**config.mk**
```make
export PLATFORM = sky130hd
export DESIGN_NAME = lab_bank
export DESIGN_NICKNAME = d
export VERILOG_FILES = /design/src/verilog/lab_clk_div.v /design/src/verilog/lab_bank.v
export VERILOG_INCLUDE_DIRS = /design/src /design/src/verilog
export SDC_FILE = /design/constraint.sdc
export NUM_CORES = 1
export LEC_CHECK = 0
export BUFFER_PORTS_ARGS = -buffer_cell sky130_fd_sc_hd__buf_2
export CAP_MARGIN = 20
export CORE_UTILIZATION = 29
export CTS_CLUSTER_SIZE = 10
export DETAILED_ROUTE_END_ITERATION = 10
export PLACE_DENSITY = 0.45
export SLEW_MARGIN = 40
export SYNTH_ARGS = -nofsm -noshare
export SYNTH_HDL_FRONTEND = slang
export SYNTH_SLANG_ARGS = --single-unit
```
**constraint.sdc**
```tcl
create_clock -name clk_i -period 2.4 [get_ports clk_i]
set_input_delay 0.36 -clock clk_i [delete_from_list [all_inputs] [get_ports clk_i]]
set_output_delay 0.36 -clock clk_i [all_outputs]
set_load 0.1 [all_outputs]
```
**src/verilog/lab_defines.vh**
```
// constants of the limit and alert register bank
// What this block does
// - shunt limit word: upper limit high byte, lower limit low byte, signed
// - one shunt limit count equals 2.56 mV against the shunt reading
// - bus limit word: unsigned upper limit bits 15:8, lower bits 7:0
// - one bus limit count equals 256 mV against the bus reading
// - current word reads as a 16-bit two's-complement value
// - power word reads as an unsigned 16-bit value
// - a warning flag stays 1 until the master writes 1 to it
// - flag 0 bus below lower limit, flag 1 bus above upper limit
// - flag 2 shunt below lower limit, flag 3 shunt above upper limit
// - alert enable bit 7 lets any set flag pull the pin low
// - outside clock enable makes the pin an input and stops the oscillator
// - internal clock is pin frequency over twice (divider plus one)
// - limits are compared once per completed conversion
// - each register word moves as two bytes, high byte first
// - sda falling while scl high opens a transfer; ignored during power-up
// - sda rising while scl high closes a transfer and returns to standby
// - device is slave only, never drives scl, sda starts as input
// - write is address, pointer, two data bytes, each acknowledged
`ifndef LAB_DEFINES_VH
`define LAB_DEFINES_VH

`define LAB_OFS_POWER     8'h03
`define LAB_OFS_CURRENT   8'h04
`define LAB_OFS_SHUNT_LIM 8'h06
`define LAB_OFS_BUS_LIM   8'h07
`define LAB_OFS_FLAGS     8'h08
`define LAB_OFS_AUX       8'h09

`define LAB_LIM_UPPER_MSB 15
`define LAB_LIM_UPPER_LSB 8
`define LAB_LIM_LOWER_MSB 7
`define LAB_LIM_LOWER_LSB 0

`define LAB_FLG_BUS_LOW   0
`define LAB_FLG_BUS_HIGH  1
`define LAB_FLG_SHUNT_LOW 2
`define LAB_FLG_SHUNT_HI  3
`define LAB_FLG_WIDTH     4

`define LAB_AUX_FORCE     8
`define LAB_AUX_ALERT_EN  7
`define LAB_AUX_CLK_EN    6
`define LAB_AUX_DIV_MSB   5
`define LAB_AUX_DIV_LSB   0
`define LAB_AUX_WIDTH     9

`define LAB_RST_LIMIT     16'h0000
`define LAB_RST_FLAGS     4'h0
`define LAB_RST_AUX       9'h000

`define LAB_POR_CYCLES    8'h10

`endif

```
**src/verilog/lab_clk_div.v**
```verilog
// divider turning the outside clock pin into the internal clock
`timescale 1ns/1ps
module lab_clk_div (
  input  wire       clk_i,
  input  wire       nrst_i,
  input  wire       en_i,
  input  wire       pin_s_i,
  input  wire [5:0] div_i,
  output reg        int_clk_o
);
  reg       pin_prev_q;
  reg [5:0] cnt_q;

  // toggles once every div+1 rising pin edges
  always @(posedge clk_i or negedge nrst_i) begin
    if (!nrst_i) begin
      pin_prev_q <= 1'b0;
      cnt_q      <= 6'h00;
      int_clk_o  <= 1'b0;
    end else begin
      pin_prev_q <= pin_s_i;
      if (!en_i) begin
        cnt_q     <= 6'h00;
        int_clk_o <= 1'b0;
      end else if (pin_s_i && !pin_prev_q) begin
        if (cnt_q == div_i) begin
          cnt_q     <= 6'h00;
          int_clk_o <= ~int_clk_o;
        end else begin
          cnt_q <= cnt_q + 6'h01;
        end
      end
    end
  end
endmodule

```
**src/verilog/lab_bank.v**
```verilog
// limit and alert register bank with its serial slave port
`timescale 1ns/1ps
`include "lab_defines.vh"
module lab_bank (
  input  wire        clk_i,
  input  wire        nrst_i,
  input  wire        scl_i,
  input  wire        sda_i,
  output wire        sda_o,
  output reg         sda_oe_o,
  input  wire [6:0]  slave_addr_i,
  input  wire        conv_done_i,
  input  wire [15:0] shunt_i,
  input  wire [15:0] bus_i,
  input  wire [15:0] power_i,
  input  wire [15:0] current_i,
  input  wire        alert_or_clock_pin_i,
  output wire        alert_or_clock_pin_o,
  output reg         alert_or_clock_pin_oe_o,
  output reg         osc_run_o,
  output wire        int_clk_o
);
  localparam [2:0] ST_IDLE  = 3'd0;
  localparam [2:0] ST_ADDR  = 3'd1;
  localparam [2:0] ST_PTR   = 3'd2;
  localparam [2:0] ST_WDATA = 3'd3;
  localparam [2:0] ST_RDATA = 3'd4;
  localparam [2:0] ST_HOLD  = 3'd5;

  reg  [2:0]  scl_sync_q;
  reg  [2:0]  sda_sync_q;
  reg  [1:0]  pin_sync_q;
  reg  [7:0]  por_cnt_q;
  reg  [2:0]  state_q;
  reg  [3:0]  cnt_q;
  reg  [7:0]  shift_q;
  reg  [7:0]  ptr_q;
  reg  [7:0]  hold_q;
  reg  [15:0] word_q;
  reg         hi_q;
  reg         fresh_q;
  reg  [15:0] shunt_lim_q;
  reg  [15:0] bus_lim_q;
  reg  [3:0]  flags_q;
  reg  [8:0]  aux_q;
  reg         wr_stb_q;
  reg  [15:0] wr_data_q;
  reg  [3:0]  flags_set;
  reg  [3:0]  flags_clr;
  reg  [15:0] next_word;
  reg         next_hi;

  wire por_done  = (por_cnt_q == `LAB_POR_CYCLES);
  wire scl_s     = scl_sync_q[1];
  wire sda_s     = sda_sync_q[1];
  wire scl_rise  = scl_s && !scl_sync_q[2];
  wire scl_fall  = !scl_s && scl_sync_q[2];
  wire start_det = scl_s && scl_sync_q[2] && !sda_s && sda_sync_q[2];
  wire stop_det  = scl_s && scl_sync_q[2] && sda_s && !sda_sync_q[2];
  wire clk_en    = aux_q[`LAB_AUX_CLK_EN];

  // limit and control fields under their own names
  wire [7:0] shunt_upper_limit     = shunt_lim_q[`LAB_LIM_UPPER_MSB:`LAB_LIM_UPPER_LSB];
  wire [7:0] shunt_lower_limit     = shunt_lim_q[`LAB_LIM_LOWER_MSB:`LAB_LIM_LOWER_LSB];
  wire [7:0] bus_upper_limit       = bus_lim_q[`LAB_LIM_UPPER_MSB:`LAB_LIM_UPPER_LSB];
  wire [7:0] bus_lower_limit       = bus_lim_q[`LAB_LIM_LOWER_MSB:`LAB_LIM_LOWER_LSB];
  wire       force_alert           = aux_q[`LAB_AUX_FORCE];
  wire       alert_enable          = aux_q[`LAB_AUX_ALERT_EN];
  wire [5:0] outside_clock_divider = aux_q[`LAB_AUX_DIV_MSB:`LAB_AUX_DIV_LSB];
  wire       any_flag              = |flags_q;

  assign sda_o = 1'b0;
  assign alert_or_clock_pin_o = 1'b0;

  // word a read returns for a given pointer
  function [15:0] reg_read;
    input [7:0] ofs;
    begin
      case (ofs)
        `LAB_OFS_POWER:     reg_read = power_i;
        `LAB_OFS_CURRENT:   reg_read = current_i;
        `LAB_OFS_SHUNT_LIM: reg_read = shunt_lim_q;
        `LAB_OFS_BUS_LIM:   reg_read = bus_lim_q;
        `LAB_OFS_FLAGS:     reg_read = {12'h000, flags_q};
        `LAB_OFS_AUX:       reg_read = {7'h00, aux_q};
        default:            reg_read = 16'h0000;
      endcase
    end
  endfunction

  // bus limit count in bus reading units: 256 mV is 64 steps of 4 mV
  function [15:0] bus_limit_scaled;
    input [7:0] lim;
    begin
      bus_limit_scaled = {2'b00, lim, 6'h00};
    end
  endfunction

  // shunt limit count in shunt reading units: 2.56 mV is 256 steps of 10 uV
  function [15:0] shunt_limit_scaled;
    input [7:0] lim;
    begin
      shunt_limit_scaled = {lim, 8'h00};
    end
  endfunction

  // pull sda low for a 0 in bit n of the byte being sent, high byte first
  function tx_pull;
    input [15:0] data;
    input        hi;
    input [3:0]  n;
    begin
      tx_pull = hi ? !data[4'hf - n] : !data[4'h7 - n];
    end
  endfunction

  // pins cross into the clock domain through two flops
  always @(posedge clk_i or negedge nrst_i) begin
    if (!nrst_i) begin
      scl_sync_q <= 3'h7;
      sda_sync_q <= 3'h7;
      pin_sync_q <= 2'h3;
      por_cnt_q  <= 8'h00;
    end else begin
      scl_sync_q <= {scl_sync_q[1:0], scl_i};
      sda_sync_q <= {sda_sync_q[1:0], sda_i};
      pin_sync_q <= {pin_sync_q[0], alert_or_clock_pin_i};
      if (!por_done) begin
        por_cnt_q <= por_cnt_q + 8'h01;
      end
    end
  end

  // next transmit byte after an acknowledge slot of a read
  always @* begin
    next_word = word_q;
    next_hi   = hi_q;
    if (fresh_q) begin
      next_hi = 1'b1;
    end else if (hi_q) begin
      next_hi = 1'b0;
    end else begin
      next_hi   = 1'b1;
      next_word = reg_read(ptr_q + 8'h01);
    end
  end

  // serial slave: bytes, acknowledges and pointer
  always @(posedge clk_i or negedge nrst_i) begin
    if (!nrst_i) begin
      state_q   <= ST_IDLE;
      cnt_q     <= 4'h0;
      shift_q   <= 8'h00;
      ptr_q     <= 8'h00;
      hold_q    <= 8'h00;
      word_q    <= 16'h0000;
      hi_q      <= 1'b1;
      fresh_q   <= 1'b0;
      sda_oe_o  <= 1'b0;
      wr_stb_q  <= 1'b0;
      wr_data_q <= 16'h0000;
    end else begin
      wr_stb_q <= 1'b0;
      if (start_det && por_done) begin
        state_q  <= ST_ADDR;
        cnt_q    <= 4'h0;
        sda_oe_o <= 1'b0;
      end else if (stop_det) begin
        state_q  <= ST_IDLE;
        cnt_q    <= 4'h0;
        sda_oe_o <= 1'b0;
      end else if (state_q != ST_IDLE) begin
        if (scl_rise && state_q != ST_HOLD) begin
          if (cnt_q < 4'h8) begin
            shift_q <= {shift_q[6:0], sda_s};
            cnt_q   <= cnt_q + 4'h1;
          end else if (cnt_q == 4'h8) begin
            cnt_q <= 4'h9;
            if (state_q == ST_RDATA && sda_s) begin
              state_q <= ST_HOLD;
            end
          end
        end else if (scl_fall) begin
          if (cnt_q == 4'h8) begin
            sda_oe_o <= 1'b0;
            case (state_q)
              ST_ADDR: begin
                if (shift_q[7:1] == slave_addr_i) begin
                  sda_oe_o <= 1'b1;
                  if (shift_q[0]) begin
                    state_q <= ST_RDATA;
                    word_q  <= reg_read(ptr_q);
                    hi_q    <= 1'b1;
                    fresh_q <= 1'b1;
                  end else begin
                    state_q <= ST_PTR;
                  end
                end else begin
                  state_q <= ST_HOLD;
                end
              end
              ST_PTR: begin
                ptr_q    <= shift_q;
                sda_oe_o <= 1'b1;
                state_q  <= ST_WDATA;
                hi_q     <= 1'b1;
              end
              ST_WDATA: begin
                sda_oe_o <= 1'b1;
                if (hi_q) begin
                  hold_q <= shift_q;
                  hi_q   <= 1'b0;
                end else begin
                  wr_stb_q  <= 1'b1;
                  wr_data_q <= {hold_q, shift_q};
                  state_q   <= ST_HOLD;
                end
              end
              ST_RDATA: sda_oe_o <= 1'b0;
              default:  state_q <= ST_HOLD;
            endcase
          end else if (cnt_q == 4'h9) begin
            cnt_q    <= 4'h0;
            sda_oe_o <= 1'b0;
            if (state_q == ST_RDATA) begin
              fresh_q <= 1'b0;
              hi_q    <= next_hi;
              word_q  <= next_word;
              if (!fresh_q && !hi_q) begin
                ptr_q <= ptr_q + 8'h01;
              end
              sda_oe_o <= tx_pull(next_word, next_hi, 4'h0);
            end
          end else if (state_q == ST_RDATA && cnt_q < 4'h8) begin
            sda_oe_o <= tx_pull(word_q, hi_q, cnt_q);
          end
        end
      end
    end
  end

  // limit compares and warning flags
  always @* begin
    flags_set = 4'h0;
    flags_clr = 4'h0;
    if (conv_done_i) begin
      flags_set[`LAB_FLG_BUS_LOW]   = bus_i < bus_limit_scaled(bus_lower_limit);
      flags_set[`LAB_FLG_BUS_HIGH]  = bus_i > bus_limit_scaled(bus_upper_limit);
      flags_set[`LAB_FLG_SHUNT_LOW] = $signed(shunt_i) <
        $signed(shunt_limit_scaled(shunt_lower_limit));
      flags_set[`LAB_FLG_SHUNT_HI]  = $signed(shunt_i) >
        $signed(shunt_limit_scaled(shunt_upper_limit));
    end
    if (wr_stb_q && ptr_q == `LAB_OFS_FLAGS) begin
      flags_clr = wr_data_q[3:0];
    end
  end

  // register writes
  always @(posedge clk_i or negedge nrst_i) begin
    if (!nrst_i) begin
      shunt_lim_q <= `LAB_RST_LIMIT;
      bus_lim_q   <= `LAB_RST_LIMIT;
      flags_q     <= `LAB_RST_FLAGS;
      aux_q       <= `LAB_RST_AUX;
    end else begin
      flags_q <= (flags_q & ~flags_clr) | flags_set;
      if (wr_stb_q) begin
        case (ptr_q)
          `LAB_OFS_SHUNT_LIM: shunt_lim_q <= wr_data_q;
          `LAB_OFS_BUS_LIM:   bus_lim_q   <= wr_data_q;
          `LAB_OFS_AUX:       aux_q       <= wr_data_q[8:0];
          default:            aux_q       <= aux_q;
        endcase
      end
    end
  end

  // shared pin: open-drain alert or clock input
  always @(posedge clk_i or negedge nrst_i) begin
    if (!nrst_i) begin
      alert_or_clock_pin_oe_o <= 1'b0;
      osc_run_o               <= 1'b1;
    end else begin
      osc_run_o <= !clk_en;
      if (clk_en) begin
        alert_or_clock_pin_oe_o <= 1'b0;
      end else if (force_alert) begin
        alert_or_clock_pin_oe_o <= 1'b1;
      end else if (alert_enable && any_flag) begin
        alert_or_clock_pin_oe_o <= 1'b1;
      end else begin
        alert_or_clock_pin_oe_o <= 1'b0;
      end
    end
  end

  lab_clk_div u_div (
    .clk_i     (clk_i),
    .nrst_i    (nrst_i),
    .en_i      (clk_en),
    .pin_s_i   (pin_sync_q[1]),
    .div_i     (outside_clock_divider),
    .int_clk_o (int_clk_o)
  );
endmodule

```
== Word level (Yosys, flattened, before mapping) ==
Cells that the tools add are included.

* Flip-flop bits (word level): 138
* Input bits: 77
* Output and inout port bits: 6
* Logic and storage cells: 223

* Add/sub/neg operators: 6
* Order comparisons: 7
* Equal/unequal tests: 40
* Mux-type cells: 84
* Bitwise logic cells: 8
* Reduce and logical (&&, ||, !) cells: 53

{| class="wikitable"
|+ Operator list
! kind !! count
|-
| $pmux W16 S6 || 2
|-
| $mux W16 || 8
|-
| $eq A8 B3 Y1 const B || 6
|-
| $mux W4 || 11
|-
| $mux W8 || 5
|-
| $mux W1 || 38
|-
| $mux W3 || 12
|-
| $eq A8 B4 Y1 const B || 4
|-
| $reduce_and A10 Y1 || 2
|-
| $mux W6 || 3
|-
| $add A8 B1 Y8 const B || 2
|-
| $eq A8 B2 Y1 const B || 2
|-
| $gt A16 B14 Y1 || 1
|-
| $gt A16 B16 Y1 || 1
|-
| $lt A16 B14 Y1 || 1
|-
| $lt A16 B16 Y1 || 1
|-
| $reduce_and A8 Y1 || 2
|-
| $logic_and A1 B1 Y1 || 15
|-
| $ne A2 B1 Y1 const B || 7
|-
| $logic_not A1 Y1 || 12
|-
| $ne A3 B3 Y1 const B || 4
|-
| $ne A4 B4 Y1 const B || 3
|-
| $pmux W3 S4 || 1
|-
| $reduce_and A12 Y1 || 1
|-
| other kinds (36) || 54
|}

== Depth between registers and ports, before layout ==
* Depth after elaboration: 15
* Mapped depth: 10
* Gate-level depth less buffers: 8

== By module ==
A second synthesis with hierarchy kept.

* Cell total of the unflattened synthesis: 851
* Area, all modules: 8,313.0 µm²

{| class="wikitable"
|+ By module, submodules not included
! module !! times used !! cells each !! area an instance (µm²) !! sequential area each (µm²)
|-
| lab_bank || 1 || 806 || 7,862.5 || 3,265.6
|-
| lab_clk_div || 1 || 45 || 450.4 || 200.2
|}

== Worst setup path after synthesis ==
No wires, ideal clock.

* Kind: register to register
* Start point: register ptr_q[0]
* End point: register word_q[7]
* Library setup time: 0.120 ns
* Data arrival time: 2.147 ns
* Required time: 2.280 ns
* Setup slack: 0.133 ns
* Stages on the path, launching flop included: 9
* Path buffers: 1
* Period minus slack after synthesis: 2.267 ns
* Path through: dfrtp_1 ha_1 clkbuf_2 and2_1 a31oi_4 a211oi_2 a221o_1 a32o_1 a41o_1

* Word-level cells in the longest chain between the ends: 8
* Elaborated cells between the ends (all ways): 23
* Those cells by class: add/sub: 1; eq/ne: 12; mux: 10

{| class="wikitable"
|+ RTL lines
! what !! line !! text
|-
| start: declaration || lab_bank.v:37 || <nowiki>reg [7:0] ptr_q;</nowiki>
|-
| start signal: assignment || lab_bank.v:203 || <nowiki>ptr_q <= shift_q;</nowiki>
|-
| start signal: assignment || lab_bank.v:230 || <nowiki>ptr_q <= ptr_q + 8'h01;</nowiki>
|-
| $add A8 B1 Y8 || lab_bank.v:144 || <nowiki>next_word = reg_read(ptr_q + 8'h01);</nowiki>
|-
| $eq A8 B4 Y1 (tied with other cells) || lab_bank.v:79 || <nowiki>case (ofs)</nowiki>
|-
| $pmux W16 S6 || lab_bank.v:79 ||
|-
| $mux W16 || lab_bank.v:140 || <nowiki>end else if (hi_q) begin</nowiki>
|-
| $mux W16 || lab_bank.v:138 || <nowiki>if (fresh_q) begin</nowiki>
|-
| $mux W16 || lab_bank.v:225 || <nowiki>if (state_q == ST_RDATA) begin</nowiki>
|-
| $mux W16 || lab_bank.v:222 || <nowiki>end else if (cnt_q == 4'h9) begin</nowiki>
|-
| $mux W16 * || lab_bank.v:184 || <nowiki>if (cnt_q == 4'h8) begin</nowiki>
|-
| end signal: assignment || lab_bank.v:192 || <nowiki>word_q <= reg_read(ptr_q);</nowiki>
|-
| end signal: assignment || lab_bank.v:228 || <nowiki>word_q <= next_word;</nowiki>
|-
| end: declaration || lab_bank.v:39 || <nowiki>reg [15:0] word_q;</nowiki>
|}

Mark *: on every way between the ends. The rest lies on a longest branch, timed or not. The select of a mux whose other input is x is not followed.
A chain may end at the register's enable or synchronous reset.

== Worst setup path after layout ==
* Start point: register ptr_q[2]
* End point: register word_q[7]

Same word-level chain as after synthesis.

==> metrics.md <==
| Metric | Value |
|---|---|
| Min-Delay Startpoint | alert_or_clock_pin_i |
| Filler cells | 2973 |
| Inst Count DP | between 1000 and 1500 |
| DIE WIDTH | 174 um |
| Final Hold Vio Count | 0 |
| Clock root cell | clkbuf_16 |
| Full die area | ~30000 um^2 |
| RSZ-0062 raised after global routing | no |
| Fmax | between 0.4 and 0.5 GHz |
| First-pass GRT wire length | 43.6 mm |
| Count of different cell masters after synthesis | 85 |
| Async set or reset register ratio after synthesis | 100% |
| Outcome | complete, no violations |
| Synth-to-Final Area Change | 22.4% |
| CP Max Fanout | 12 |
| Register area share after synthesis | 40.5% |
| Core box area | 28900 um^2 |
| Main area contributors after synthesis | dfrtp_1, mux2_2, ha_1 |
| DRC viols | 0 |
| I/O pins | just over 80 |
| Clock skew | 0.0128 ns |
| Rel. slew slack | around 60% |
| CTS tree | yes |
| TNS Setup | 0 ns |
| GR Util All Layers | 19.1% |
| Leakage | 4.56 nW |
| Setup Buffers After CTS | 0 |
| DR vias/cell | 5.24 |
| Slew @ Worst Pin | 0.601 ns |
| PortBufs | 80 |
| PwrDens | 586 nW/um^2 |
| H-tree level count | 4 |
| Crit. Startpoint | ptr_q[2] |
| # rows | just over 60 |
| # Max-Cap Violations | 0 |
| Crit path kind | reg -> reg |
| Initial antenna violation count | 0 |
| Post-DRT Antenna Nets | 0 |
| WL/cell | 20.6 um |
| CTS max path bufs | 2 |
| Req. time, crit path | 2.71 ns |
| HP Class | in -> reg |
| Yosys top cell by area | dfrtp_1 |
| Yosys warns | 0 |
| Final RePlAce weighted congestion | 0.829 |
| Die Ht | 174 um |
| Starting Density | 29.6% |
| Final wirelength | 28.3 mm |
| DP HPWL | roughly 22 mm |
| Synthesized instance count | approximately 850 |
| Peak VDD IR | around 0.42 mV |
| Vias in the first global route | 7120 |
| Setup crit start kind | flip-flop |
| CTS Buf Count | 17 |
| Post-synth EDFFs | 0 |
| Top-area cell type share of the netlist area | ~37% |
| Post-layout util | 36.3% |
| Final setup viols | 0 |
| Avg Inst Size Synth | 10.1 um^2 |
| #FFs+latches synth | 138 |
| Pre-antenna DRT Iters | 7 |
| Fin Hold WS | approximately 0.026 ns |
| Cell Area, Synth | 8550 um^2 |
| Via count | between 7000 and 8000 |
| Part of the cycle the worst path needs | between 90% and 100% |
| Pin count of the biggest net entering global routing | 52 |
| Initial DRC count | between 700 and 800 |
| Final Max Tran Viols | 0 |
| Top FF cell, synth | dfrtp_1 |
| Antenna Cells | 0 |
| Number of clock sinks | around 140 |
| Min Tclk post-route | 2.30 ns |
| Final nets | 1093 |
| Clock slew at reported path FFs | 0.07 ns |
| Worst-skew pair later-pin latency | 0.43 ns |
| GRT overflow | 0 |
| Worst EP arrival | around 2.6 ns |
| Crit path capture type | flip-flop |
| Fin cells | 1373 |
| Fraction of layout cells with a size suffix above 1 | 29.3% |
| Reg2Reg Launch Point | ptr_q[2] |
logic make-up (layout without fill, tap and decap cells):
logic type                 after synthesis  after routing  synth area share [%]
xor gates and xnor gates                25             25                  2.56
muxes                                   68             68                  9.84
adders and majority gates               40             40                  5.85
DFF                                    138            138                  40.5
and+or+nand+nor                        228            228                  14.4
AOI/OAI and AO/OA                      254            254                  21.6
buffers and inverters                   94            234                  5.15
other                                    1              2                0.0438
registers in the layout, indices dropped and copies added, names as in the netlist, 6 cells and up:
signal,cells
wr_data_q,16
por_cnt_q,8
ptr_q,8
u_div.cnt_q,6
bus_lim_q,16
shunt_lim_q,16
word_q,16
aux_q,9
shift_q,8
hold_q,8
repair_timing:
item,CTS,global route
hold buffers,1,0
endpoints found under the hold margin,38,0
resized for setup,0,7
setup endpoints to repair,0,16
layer usage:
layer  up-vias  wire length, um  GRT usage (%)
met5         -                0              0
met4         0              563           5.59
met3        36             1380           3.18
met2       201            12400           28.5
met1      3508            14000           28.1
li1       3443                -              -
layout make-up:
type                    instances  area (um^2)  share of cell area, %
well taps                     384          480                   4.59
clock inverters                15          200                   1.91
clock buffers                  17          425                   4.06
repair buffers                154         1030                   9.81
flip-flops and latches        138         3470                   33.1
multi-input cells             617         4690                   44.8
inverters                      48          180                   1.72
cells in the mapped netlist (all sizes together), types with 4 or more instances:
cell type / n
dfstp: 10
o22ai: 4
a2bb2oi: 11
and3: 10
a221o: 7
o21ai: 58
ha: 40
xnor2: 13
nand4: 9
a31oi: 14
nor4: 14
nor3: 17
nor2: 33
clkbuf: 18
xor2: 12
a21o: 8
mux2i: 5
nand3: 29
a221oi: 10
a32o: 8
o21a: 8
a21oi: 41
nand2b: 13
buf: 28
a222oi: 8
and2: 6
mux2: 59
dfrtp: 128
nor2b: 11
o211ai: 6
or3: 4
nand2: 61
a22oi: 25
inv: 48
a32oi: 8
mux4: 4
final timing paths:
kind | cells after the start | to | slack, ns
setup / recovery | 7 | word_q[7] | 0.1
hold / removal | 1 | pin_sync_q[0] | 0.03
setup reg to reg | 7 | word_q[7] | 0.1
hold reg to reg | 0 | sda_sync_q[1] | 0.35
max in group asynchronous | 3 | scl_sync_q[0] | 1.31
min in group asynchronous | 2 | word_q[11] | 0.43
report_power, final:
group	internal [mW]	switching, mW
clock	1.68	1.18
sequential	2.42	0.146
combinational	0.321	0.394
total	4.42	1.72
worst max-delay path, stage by stage, from the launching register on:
cell,delay (ns)
dfrtp_1,0.49
buf_4,0.24
or2b_1,0.25
nor3_2,0.09
a221o_1,0.38
a221o_1,0.28
a32o_1,0.25
a41o_1,0.20
per-stage QoR:
step	worst slack [ns]	total power [mW]	cell area [um^2]
after detailed placement	0.0989	3.33	9800
after CTS	0.0931	6.21	10400
after global routing	0.0146	6.39	10500
after floorplan	0.133	2.93	8560
after global placement	0.0813	3.32	9800
final	0.0973	6.14	10500
placed cells by master (no fill, tap or decap), types with 8 or more instances in the layout:
cell and instances:
buf_2 79, a21oi_1 38, a221oi_1 10, a32o_1 8, dfrtp_1 128, o21ai_0 50
nor2b_1 11, and3_1 10, inv_1 48, a32oi_1 8, dfstp_2 10, clkbuf_16 17
buf_4 68, ha_1 39, a21o_1 8, xor2_1 12, nand2_1 59, nand3_1 29
nor2_1 32, nand2b_1 13, nor4_1 13, nand4_1 8, mux2_4 10, nor3_1 14
a22oi_1 25, a222oi_1 8, a2bb2oi_1 11, xnor2_1 13, mux2_2 49, a31oi_1 13
Power figures use the tool's default switching activity.
